===== config.mk =====
export PLATFORM = sky130hd
export DESIGN_NAME = etms_event_top
export DESIGN_NICKNAME = d
export VERILOG_FILES = /design/src/common/etms_pkg.sv /design/src/verilog/etms_frame_mem.sv /design/src/verilog/etms_size_neg.sv /design/src/verilog/etms_event_top.sv
export VERILOG_INCLUDE_DIRS = /design/src /design/src/common
export SDC_FILE = /design/constraint.sdc
export NUM_CORES = 1
export LEC_CHECK = 0
export ABC_AREA = 1
export BUFFER_PORTS_ARGS = -buffer_cell sky130_fd_sc_hd__buf_4
export CORE_MARGIN = 1.5
export CORE_UTILIZATION = 42
export CTS_CLUSTER_DIAMETER = 30
export DETAILED_ROUTE_END_ITERATION = 6
export PLACE_DENSITY_LB_ADDON = 0.2
export SLEW_MARGIN = 20
export SYNTH_ARGS = -nofsm -noshare
export SYNTH_HDL_FRONTEND = slang
export SYNTH_SLANG_ARGS = --single-unit

===== constraint.sdc =====
create_clock -name clock -period 2.55 [get_ports clock]
set_input_delay 0.1275 -clock clock [delete_from_list [all_inputs] [get_ports clock]]
set_output_delay 0.1275 -clock clock [all_outputs]
set_load 0.005 [all_outputs]

===== src/common/etms_regs.svh =====
`ifndef ETMS_REGS_SVH
`define ETMS_REGS_SVH

// Register byte addresses.
`define ETMS_A_CTRL      8'h00
`define ETMS_A_RXMAX     8'h04
`define ETMS_A_TXMAX     8'h08
`define ETMS_A_NEG       8'h0C
`define ETMS_A_RESP      8'h10
`define ETMS_A_SENSOR    8'h14
`define ETMS_A_STATE     8'h18
`define ETMS_A_READING   8'h1C
`define ETMS_A_OVERHEAD  8'h20
`define ETMS_A_CMD       8'h24
`define ETMS_A_STATUS    8'h28
`define ETMS_A_MASK      8'h2C
`define ETMS_A_FSM       8'h30

// Field positions.
`define ETMS_CTRL_NEG_EN   0
`define ETMS_CTRL_PRIOR_UNK 1
`define ETMS_CMD_SEND      0
`define ETMS_CMD_POLL      1
`define ETMS_ST_SENT       0
`define ETMS_ST_POLL       1
`define ETMS_ST_BAD        2
`define ETMS_ST_NEG        3

// Reset values and fixed figures.
`define ETMS_DEFAULT_SIZE  16'h0100
`define ETMS_TXMAX_RESET   16'h0400
`define ETMS_OVH_RESET     16'h000C
`define ETMS_CTRL_RESET    2'b01
`define ETMS_RC_SUCCESS    8'h00
`define ETMS_RC_UNSUPP     8'h05
`define ETMS_MAX_OFFSET    8'h07

`endif


===== src/common/etms_pkg.sv =====
package etms_pkg;

  typedef enum logic [5:0] {
    ETMS_IDLE  = 6'b00_0001,
    ETMS_BUILD = 6'b00_0010,
    ETMS_DECIDE = 6'b00_0100,
    ETMS_WAIT  = 6'b00_1000,
    ETMS_SEND  = 6'b01_0000,
    ETMS_DRAIN = 6'b10_0000
  } etms_fsm_t;

  typedef enum logic [7:0] {
    ETMS_OP_STATE_CHANGE  = 8'h00,
    ETMS_DISCRETE_CHANGE  = 8'h01,
    ETMS_NUMERIC_CHANGE   = 8'h02
  } etms_kind_t;

  typedef enum logic [7:0] {
    ETMS_FMT_U8  = 8'h00,
    ETMS_FMT_S8  = 8'h01,
    ETMS_FMT_U16 = 8'h02,
    ETMS_FMT_S16 = 8'h03,
    ETMS_FMT_U32 = 8'h04,
    ETMS_FMT_S32 = 8'h05
  } etms_fmt_t;

endpackage


===== src/verilog/etms_frame_mem.sv =====
`timescale 1ns/1ps
`include "etms_regs.svh"

module etms_frame_mem
  import etms_pkg::*;
(
  // Clock and reset.
  input  wire logic       clock,
  input  wire logic       rst_n,
  // Write side.
  input  wire logic       wr_en,
  input  wire logic [3:0] wr_addr,
  input  wire logic [7:0] wr_data,
  // Read side.
  input  wire logic [3:0] rd_addr,
  output logic      [7:0] rd_data_q
);

  typedef struct packed {
    logic [15:0][7:0] mem;
    logic [7:0]       rd;
  } etms_mem_state_t;

  etms_mem_state_t s_q;
  etms_mem_state_t s_d;

  always_comb
  begin
    s_d = s_q;
    if (wr_en)
    begin
      s_d.mem[wr_addr] = wr_data;
    end
    s_d.rd = s_q.mem[rd_addr];
  end

  always_ff @(posedge clock)
  begin
    if (!rst_n)
    begin
      s_q <= '0;
    end
    else
    begin
      s_q <= s_d;
    end
  end

  assign rd_data_q = s_q.rd;

endmodule // etms_frame_mem


===== src/verilog/etms_size_neg.sv =====
`timescale 1ns/1ps
`include "etms_regs.svh"

module etms_size_neg
  import etms_pkg::*;
(
  // Clock and reset.
  input  wire logic        clock,
  input  wire logic        rst_n,
  // Negotiation request.
  input  wire logic        neg_cmd,
  input  wire logic [15:0] receiver_max_event_size,
  input  wire logic [15:0] sender_max_event_size,
  // Size check.
  input  wire logic [16:0] msg_len,
  output logic      [15:0] neg_size_q,
  output logic             oversize_q
);

  typedef struct packed {
    logic [15:0] neg;
    logic        over;
  } etms_neg_state_t;

  etms_neg_state_t s_q;
  etms_neg_state_t s_d;

  always_comb
  begin
    s_d = s_q;
    if (neg_cmd)
    begin
      s_d.neg = (receiver_max_event_size < sender_max_event_size) ?
                receiver_max_event_size : sender_max_event_size; // RL1
    end
    // The limit gates direct delivery only; a polled message goes out whole at any length.
    s_d.over = msg_len > {1'b0, s_q.neg}; // RL7
  end

  always_ff @(posedge clock)
  begin
    if (!rst_n)
    begin
      s_q.neg  <= `ETMS_DEFAULT_SIZE; // RL4
      s_q.over <= 1'b0;
    end
    else
    begin
      s_q <= s_d;
    end
  end

  assign neg_size_q = s_q.neg;
  assign oversize_q = s_q.over;

endmodule // etms_size_neg


===== src/verilog/etms_event_top.sv =====
// Design decisions made here: the placing of the registers and the plain strobed port.
`timescale 1ns/1ps
`include "etms_regs.svh"

//
// Summary of operation
// RL1 - Negotiated size is smaller of two maxima.
// RL2 - Receiver polls to fetch oversized messages.
// RL3 - Oversized message triggers poll notification instead.
// RL4 - Default negotiated size is 256 bytes.
// RL5 - Request carries 16-bit receiver maximum size.
// RL6 - Response: 8-bit result code, 16-bit sender size.
// RL7 - Negotiated size applies to every delivery; here it limits only direct delivery, a polled message goes out whole.
// RL8 - Event data begins with 16-bit sensor identifier.
// RL9 - 8-bit event kind follows, three values.
// RL10 - Composite member index legal zero to seven.
// RL11 - Discrete events carry new state value.
// RL12 - Negotiation command supported when receiver configurable.
// RL13 - Unknown prior state equals new state.
// RL14 - Numeric events carry format and sized reading.
// RL15 - Fields little endian, packed, in order.

module etms_event_top
  import etms_pkg::*;
(
  // Clock and reset.
  input  wire logic        clock,
  input  wire logic        rst_n,
  // Register port.
  input  wire logic [7:0]  reg_addr,
  input  wire logic [31:0] reg_wdata,
  input  wire logic        reg_wr,
  input  wire logic        reg_rd,
  output logic      [31:0] reg_rdata_q,
  // Event byte stream.
  output logic      [7:0]  evt_byte_q,
  output logic             evt_valid_q,
  output logic             evt_last_q,
  // Poll notification and interrupt.
  output logic             poll_needed_notification_q,
  output logic             irq_q
);

  ////////////////////////////////////////////////////////////////////////////

  typedef struct packed {
    logic [1:0]  ctrl;
    logic [15:0] tx_max;
    logic [7:0]  result_code;
    logic [15:0] neg_rx;
    logic        neg_cmd;
    logic [15:0] sensor_identifier;
    logic [7:0]  sensor_event_kind;
    logic [7:0]  composite_member_index;
    logic [7:0]  new_state_value;
    logic [7:0]  prior_state_value;
    logic [7:0]  reading_format;
    logic [31:0] current_reading;
    logic [15:0] overhead;
    logic [3:0]  status;
    logic [3:0]  mask;
    etms_fsm_t   fsm;
    logic [3:0]  idx;
    logic [3:0]  len;
    logic        vpipe;
    logic        lpipe;
    logic [31:0] rdata;
    logic [7:0]  evt_byte;
    logic        evt_valid;
    logic        evt_last;
    logic        poll_note;
    logic        irq;
  } etms_state_t;

  etms_state_t s_q;
  etms_state_t s_d;

  logic [15:0]  neg_size;
  logic         oversize;
  logic [7:0]   mem_rd_data;
  logic         mem_wr;
  logic [3:0]   mem_rd_addr;
  logic [111:0] frame_v;
  logic [7:0]   prior_eff;
  logic [3:0]   frame_len;
  logic         fields_ok;
  logic [16:0]  msg_len;
  logic [3:0]   ev_set;

  ////////////////////////////////////////////////////////////////////////////

  etms_size_neg u_neg (
    .clock                   (clock),
    .rst_n                   (rst_n),
    .neg_cmd                 (s_q.neg_cmd),
    .receiver_max_event_size (s_q.neg_rx),
    .sender_max_event_size   (s_q.tx_max),
    .msg_len                 (msg_len),
    .neg_size_q              (neg_size),
    .oversize_q              (oversize)
  );

  etms_frame_mem u_mem (
    .clock     (clock),
    .rst_n     (rst_n),
    .wr_en     (mem_wr),
    .wr_addr   (s_q.idx),
    .wr_data   (frame_v[{s_q.idx, 3'b000} +: 8]),
    .rd_addr   (mem_rd_addr),
    .rd_data_q (mem_rd_data)
  );

  ////////////////////////////////////////////////////////////////////////////

  // Message length as counted against the negotiated size: header plus data.
  assign msg_len     = {1'b0, s_q.overhead} + {13'd0, s_q.len};
  assign mem_wr      = s_q.fsm == ETMS_BUILD;
  assign mem_rd_addr = s_q.idx;

  // Frame image, byte 0 in the low bits, so the stream goes out LSB first.
  always_comb
  begin
    prior_eff = s_q.ctrl[`ETMS_CTRL_PRIOR_UNK] ? s_q.new_state_value : s_q.prior_state_value; // RL13
    frame_v   = '0;
    frame_len = 4'd0;
    fields_ok = 1'b1;
    unique case (s_q.sensor_event_kind)
      ETMS_OP_STATE_CHANGE:
      begin
        frame_v[39:0] = {prior_eff, s_q.new_state_value, s_q.sensor_event_kind,
                         s_q.sensor_identifier}; // RL15
        frame_len = 4'd5;
      end
      ETMS_DISCRETE_CHANGE:
      begin
        frame_v[47:0] = {prior_eff, s_q.new_state_value, s_q.composite_member_index,
                         s_q.sensor_event_kind, s_q.sensor_identifier}; // RL11
        frame_len = 4'd6;
        fields_ok = s_q.composite_member_index <= `ETMS_MAX_OFFSET; // RL10
      end
      ETMS_NUMERIC_CHANGE:
      begin
        // The reading is stored whole; the length cuts it to its format, so no pad byte goes out.
        frame_v[79:0] = {s_q.current_reading, s_q.reading_format, prior_eff,
                         s_q.new_state_value, s_q.sensor_event_kind, s_q.sensor_identifier}; // RL14
        unique case (s_q.reading_format)
          ETMS_FMT_U8, ETMS_FMT_S8:   frame_len = 4'd7;
          ETMS_FMT_U16, ETMS_FMT_S16: frame_len = 4'd8;
          ETMS_FMT_U32, ETMS_FMT_S32: frame_len = 4'd10;
          default:                    fields_ok = 1'b0;
        endcase
      end
      default:
      begin
        fields_ok = 1'b0; // RL9
      end
    endcase
  end

  ////////////////////////////////////////////////////////////////////////////

  always_comb
  begin
    s_d           = s_q;
    ev_set        = 4'd0;
    s_d.neg_cmd   = 1'b0;
    s_d.poll_note = 1'b0;
    s_d.rdata     = 32'h0000_0000;

    // Register writes.
    if (reg_wr)
    begin
      unique case (reg_addr)
        `ETMS_A_CTRL:     s_d.ctrl = reg_wdata[1:0];
        `ETMS_A_RXMAX:
        begin
          // The write itself is the negotiation request from the receiver.
          if (s_q.ctrl[`ETMS_CTRL_NEG_EN]) // RL12
          begin
            s_d.neg_rx      = reg_wdata[15:0]; // RL5
            s_d.neg_cmd     = 1'b1;
            s_d.result_code = `ETMS_RC_SUCCESS;
            ev_set[`ETMS_ST_NEG] = 1'b1;
          end
          else
          begin
            s_d.result_code = `ETMS_RC_UNSUPP;
          end
        end
        `ETMS_A_TXMAX:    s_d.tx_max = reg_wdata[15:0];
        `ETMS_A_SENSOR:
        begin
          s_d.sensor_identifier      = reg_wdata[15:0]; // RL8
          s_d.sensor_event_kind      = reg_wdata[23:16];
          s_d.composite_member_index = reg_wdata[31:24];
        end
        `ETMS_A_STATE:
        begin
          s_d.new_state_value   = reg_wdata[7:0];
          s_d.prior_state_value = reg_wdata[15:8];
          s_d.reading_format    = reg_wdata[23:16];
        end
        `ETMS_A_READING:  s_d.current_reading = reg_wdata;
        `ETMS_A_OVERHEAD: s_d.overhead = reg_wdata[15:0];
        `ETMS_A_MASK:     s_d.mask = reg_wdata[3:0];
        default:          ;
      endcase
    end

    // Register reads, data in the following cycle.
    if (reg_rd)
    begin
      unique case (reg_addr)
        `ETMS_A_CTRL:     s_d.rdata = {30'd0, s_q.ctrl};
        `ETMS_A_RXMAX:    s_d.rdata = {16'd0, s_q.neg_rx};
        `ETMS_A_TXMAX:    s_d.rdata = {16'd0, s_q.tx_max};
        `ETMS_A_NEG:      s_d.rdata = {16'd0, neg_size};
        `ETMS_A_RESP:     s_d.rdata = {8'd0, s_q.tx_max, s_q.result_code}; // RL6
        `ETMS_A_SENSOR:   s_d.rdata = {s_q.composite_member_index, s_q.sensor_event_kind,
                                       s_q.sensor_identifier};
        `ETMS_A_STATE:    s_d.rdata = {8'd0, s_q.reading_format, s_q.prior_state_value,
                                       s_q.new_state_value};
        `ETMS_A_READING:  s_d.rdata = s_q.current_reading;
        `ETMS_A_OVERHEAD: s_d.rdata = {16'd0, s_q.overhead};
        `ETMS_A_STATUS:   s_d.rdata = {28'd0, s_q.status};
        `ETMS_A_MASK:     s_d.rdata = {28'd0, s_q.mask};
        `ETMS_A_FSM:      s_d.rdata = {22'd0, s_q.fsm, s_q.len};
        default:          s_d.rdata = 32'h0000_0000;
      endcase
    end

    // Read pipeline: the memory answers one cycle after the address.
    s_d.vpipe     = 1'b0;
    s_d.lpipe     = 1'b0;
    s_d.evt_byte  = mem_rd_data;
    s_d.evt_valid = s_q.vpipe;
    s_d.evt_last  = s_q.lpipe;

    unique case (s_q.fsm)
      ETMS_IDLE:
      begin
        if (reg_wr && reg_addr == `ETMS_A_CMD && reg_wdata[`ETMS_CMD_SEND])
        begin
          if (fields_ok)
          begin
            s_d.len = frame_len;
            s_d.idx = 4'd0;
            s_d.fsm = ETMS_BUILD;
          end
          else
          begin
            ev_set[`ETMS_ST_BAD] = 1'b1; // RL10
          end
        end
      end
      ETMS_BUILD:
      begin
        // The fields are snapshotted into the frame memory, so software may
        // load the next event while this one waits for a poll.
        s_d.idx = s_q.idx + 4'd1;
        if (s_q.idx == s_q.len - 4'd1)
        begin
          s_d.fsm = ETMS_DECIDE;
        end
      end
      ETMS_DECIDE:
      begin
        s_d.idx = 4'd0;
        if (oversize)
        begin
          s_d.poll_note = 1'b1; // RL3
          ev_set[`ETMS_ST_POLL] = 1'b1;
          s_d.fsm = ETMS_WAIT;
        end
        else
        begin
          s_d.fsm = ETMS_SEND;
        end
      end
      ETMS_WAIT:
      begin
        // Held until the receiver fetches the message with a poll command.
        if (reg_wr && reg_addr == `ETMS_A_CMD && reg_wdata[`ETMS_CMD_POLL]) // RL2
        begin
          s_d.fsm = ETMS_SEND;
        end
      end
      ETMS_SEND:
      begin
        s_d.vpipe = 1'b1;
        s_d.lpipe = s_q.idx == s_q.len - 4'd1;
        s_d.idx   = s_q.idx + 4'd1;
        if (s_q.idx == s_q.len - 4'd1)
        begin
          s_d.fsm = ETMS_DRAIN;
        end
      end
      ETMS_DRAIN:
      begin
        if (s_q.evt_last)
        begin
          ev_set[`ETMS_ST_SENT] = 1'b1;
          s_d.fsm = ETMS_IDLE;
        end
      end
    endcase

    // Write one to clear; an event in the same cycle keeps its bit set.
    if (reg_wr && reg_addr == `ETMS_A_STATUS)
    begin
      s_d.status = s_q.status & ~reg_wdata[3:0];
    end
    s_d.status = s_d.status | ev_set;
    s_d.irq    = |(s_d.status & s_d.mask);
  end

  ////////////////////////////////////////////////////////////////////////////

  always_ff @(posedge clock)
  begin
    if (!rst_n)
    begin
      s_q        <= '0;
      s_q.fsm    <= ETMS_IDLE;
      s_q.tx_max <= `ETMS_TXMAX_RESET;
      s_q.neg_rx <= `ETMS_DEFAULT_SIZE;
      s_q.overhead <= `ETMS_OVH_RESET;
      s_q.ctrl   <= `ETMS_CTRL_RESET;
    end
    else
    begin
      s_q <= s_d;
    end
  end

  assign reg_rdata_q                = s_q.rdata;
  assign evt_byte_q                 = s_q.evt_byte;
  assign evt_valid_q                = s_q.evt_valid;
  assign evt_last_q                 = s_q.evt_last;
  assign poll_needed_notification_q = s_q.poll_note;
  assign irq_q                      = s_q.irq;

endmodule // etms_event_top


==> key figures <==
Worst setup path
  – Crit-path max FO: 4
  – Critical Path Sink Type: register
  – CP Launch Type: register
  – Crit path arrival time: about 3.1 ns
  – Kind of critical path: register to register
  – Worst endpoint required time: 3.02 ns

Synthesis
  – Syn nets: 2743
  – Asr flop ratio synth: 0%
  – Yosys top cell area share: between 30% and 40%
  – Post-synth EDFFs: 0
  – Post-Syn Instances: approximately 2700
  – Top FF cell, synth: dfxtp_1
  – Count leader, synth: nand2_1
  – #FFs+latches synth: about 360
  – Commonest cells in the netlist: nand2_1 (395), dfxtp_1 (361), inv_1 (354)
  – Avg Cell Area, Syn: ~7 um2
  – Cell variety after synth: 50
  – Synth warnings: 0
  – Seq/Total Area, Yosys: ~40%
  – Synth top area cells: dfxtp_1 (39%), nand2_1 (8.0%), inv_1 (7.2%)
  – Yosys top cell by area: dfxtp_1
  – Mapped cell area: between 15000 and 20000 um2

GRT
  – Met3 Usage GRT: under 10%
  – Grt total ovfl: 0
  – Met2 Usage GRT: between 40% and 50%
  – Vias in the first global route: 17351
  – Antenna violations before repair: 1
  – GR peak layer: met2
  – Pin count of the biggest net entering global routing: roughly 130
  – Total global-route track usage: about 28%
  – First-pass GRT wire length: roughly 98 mm
  – M1 GR Usage: 40.3%

STA
  – Final slew viol count: 0
  – Worst Clk Skew: ~0.017 ns
  – Max Freq: 380 MHz
  – Setup WS post-layout: -0.0817 ns
  – Worst slew pin tran: 0.642 ns
  – Slew HR: between 50% and 60%
  – RSZ-0062 raised after global routing: yes
  – Fin. Hold Viols: 0
  – Final setup fails: 1
  – Tmin final: between 2 and 3 ns
  – Fin crit share: 103%

Final layout
  – Core Util, Final: a little over half
  – Fill cells: 4193
  – Layout cells sized above 1: 15.3%
  – Register Area: just over 7000 um2
  – Fin cells: between 3000 and 4000
  – Area Growth Syn to Fin: 26.0%
  – Nets@finish: 2841
  – Multi-input logic area: around 9000 um2

Min path
  – Hold Path Class: primary input to register

Detailed routing
  – Drt wl/cell: between 15 and 20 um
  – First DRT Iteration DRCs: between 1500 and 2000
  – Vias/cell: ~5.5
  – # DRC: 0
  – DR vias: roughly 19000
  – DRT Wirelength: roughly 64 mm
  – Final ANT Viol Nets: 0
  – DRT Pass-1 Iters: 6

Floorplan
  – Die area: between 40000 and 50000 um2
  – CORE AREA: between 40000 and 50000 um2
  – IO Count: a little under 90
  – Initial core utilization: a little over two fifths
  – FP Rows: 76
  – Die H: roughly 210 um
  – Width of the die: between 200 and 250 um

Clock tree
  – TritonCTS buffer count: 89
  – Clk slew on worst S/H paths: ~0.04 ns
  – Clk buf depth: 3
  – Clk_lat worst skew: slightly above 0.6 ns
  – Clock H-tree levels: 3
  – CTS tree: yes
  – Clock Sinks: about 360
  – CTS Root Cell: clkbuf_16

Pwr
  – Max VDD drop: 0.467 mV
  – Pwr/cell area: between 800 and 900 nW/um2
  – Pleak: just under 10 nW

Job
  – Max cap viols: 0

Run status
  – Status: complete, but fails checks
  – Failing checks: negative setup slack

Placement
  – Dpl cells: around 3200
  – IO Port Bufs: between 80 and 90
  – Dpl hpwl: 44.1 mm
  – RePlAce Congestion: approximately 0.98
cells in the final DEF, fill, tap and decap left out, types with 7 or more instances in the layout:
master / count
a21oi_1: 253
buf_12: 7
buf_4: 160
bufinv_16: 15
clkbuf_16: 91
clkbuf_8: 17
clkinv_2: 19
clkinvlp_4: 9
dfxtp_1: 353
dfxtp_2: 7
dlygate4sd3_1: 34
ha_1: 35
inv_1: 352
inv_2: 17
nand2_1: 392
nand2_2: 13
nand3_1: 118
nand3_2: 14
nand4_1: 86
nor2_1: 292
nor2_2: 12
nor2_4: 11
nor3_1: 46
nor3b_1: 19
o211ai_1: 8
o21ai_0: 254
o21ai_1: 12
o22ai_1: 94
xor2_1: 11
flip-flops by register name, summed over array words and instances (netlist names):
register	count
u_neg.oversize_q	1
evt_last_q	1
mem_rd_addr	4
u_mem.s_q	128
evt_byte_q	8
s_q	158
u_neg.neg_size_q	16
evt_valid_q	1
reg_rdata_q	32
irq_q	1
poll_needed_notification_q	1
u_mem.rd_data_q	8
s_d	2
worst max-delay path, stage by stage (launching register included):
cell	delay [ns]
dfxtp_2	0.36
ha_4	0.15
inv_2	0.03
fa_2	0.36
nor2_4	0.13
nor2_4	0.06
nor3_4	0.15
buf_4	0.15
xor2_2	0.13
ha_1	0.26
a21oi_1	0.13
nor2_1	0.06
a211oi_2	0.20
nor2_1	0.06
nor2_1	0.10
nand3_1	0.08
nand2_1	0.06
nor2_1	0.03
per-layer routing:
metal	share of wire, %	routed length, um
met2	43	27500
met4	2.2	1390
met1	45	28600
met5	0.017	11
met3	9.8	6280
cells by family (layout without fill, tap and decap cells):
kind of cell	after synthesis	after routing	synth area share (%)
other cells	0	1	0
fa+ha+maj	41	41	2.82
flops	361	361	39.2
buf+inv	567	739	13.4
simple gates	1019	1019	24.8
compound gates	651	651	18.9
xor+xnor	19	19	0.902
path summary, 6_finish.rpt:
path	start	endpoint	slack [ns]	cells past startpoint
hold reg to reg	u_mem.rd_data_q[4]	evt_byte_q[4]	0.40	2
hold / removal	reg_addr[6]	s_q[55]	0.07	6
setup reg to reg	s_q[46]	u_neg.oversize_q	-0.08	17
setup / recovery	s_q[46]	u_neg.oversize_q	-0.08	17
through the flow:
stage / hold WS [ns] / cell area, um2 / worst slack, ns / TNS [ns] / total power [mW]
after floorplan: 0.254 / 18500 / 0.00407 / 0 / 6.46
after global placement: 0.370 / 19500 / -0.247 / -0.247 / 6.79
after detailed placement: 0.375 / 19500 / -0.237 / -0.237 / 6.80
after CTS: 0.0407 / 23100 / -0.155 / -0.155 / 18.9
after global routing: 0.0652 / 23200 / -0.227 / -0.227 / 19.4
final: 0.0682 / 23200 / -0.0817 / -0.0817 / 18.8
layout make-up:
type,instances,area share (%)
Timing Repair Buffer,202,7.28
Clock inverter,52,3.11
Antenna cell,1,0.0108
Sequential cell,361,31.1
Clock buffer,113,10.9
Multi-Input combinational cell,1730,38.4
Tap cell,585,3.15
Inverter,372,6.03
power breakdown:
group          switching (mW)  total [mW]  internal [mW]
Combinational           0.726        1.03          0.309
Sequential             0.0336        5.74           5.71
Clock                    3.58        12.1           8.49
Total                    4.34        18.8           14.5
timing repair:
action                     CTS  global route
setup buffers                1             3
hold buffers                34             0
resized for setup           11            26
pin swaps                    7            23
hold endpoints to repair   141             0
setup endpoints to repair    1             1
Note: power is estimated with default switching activity, not from simulation.
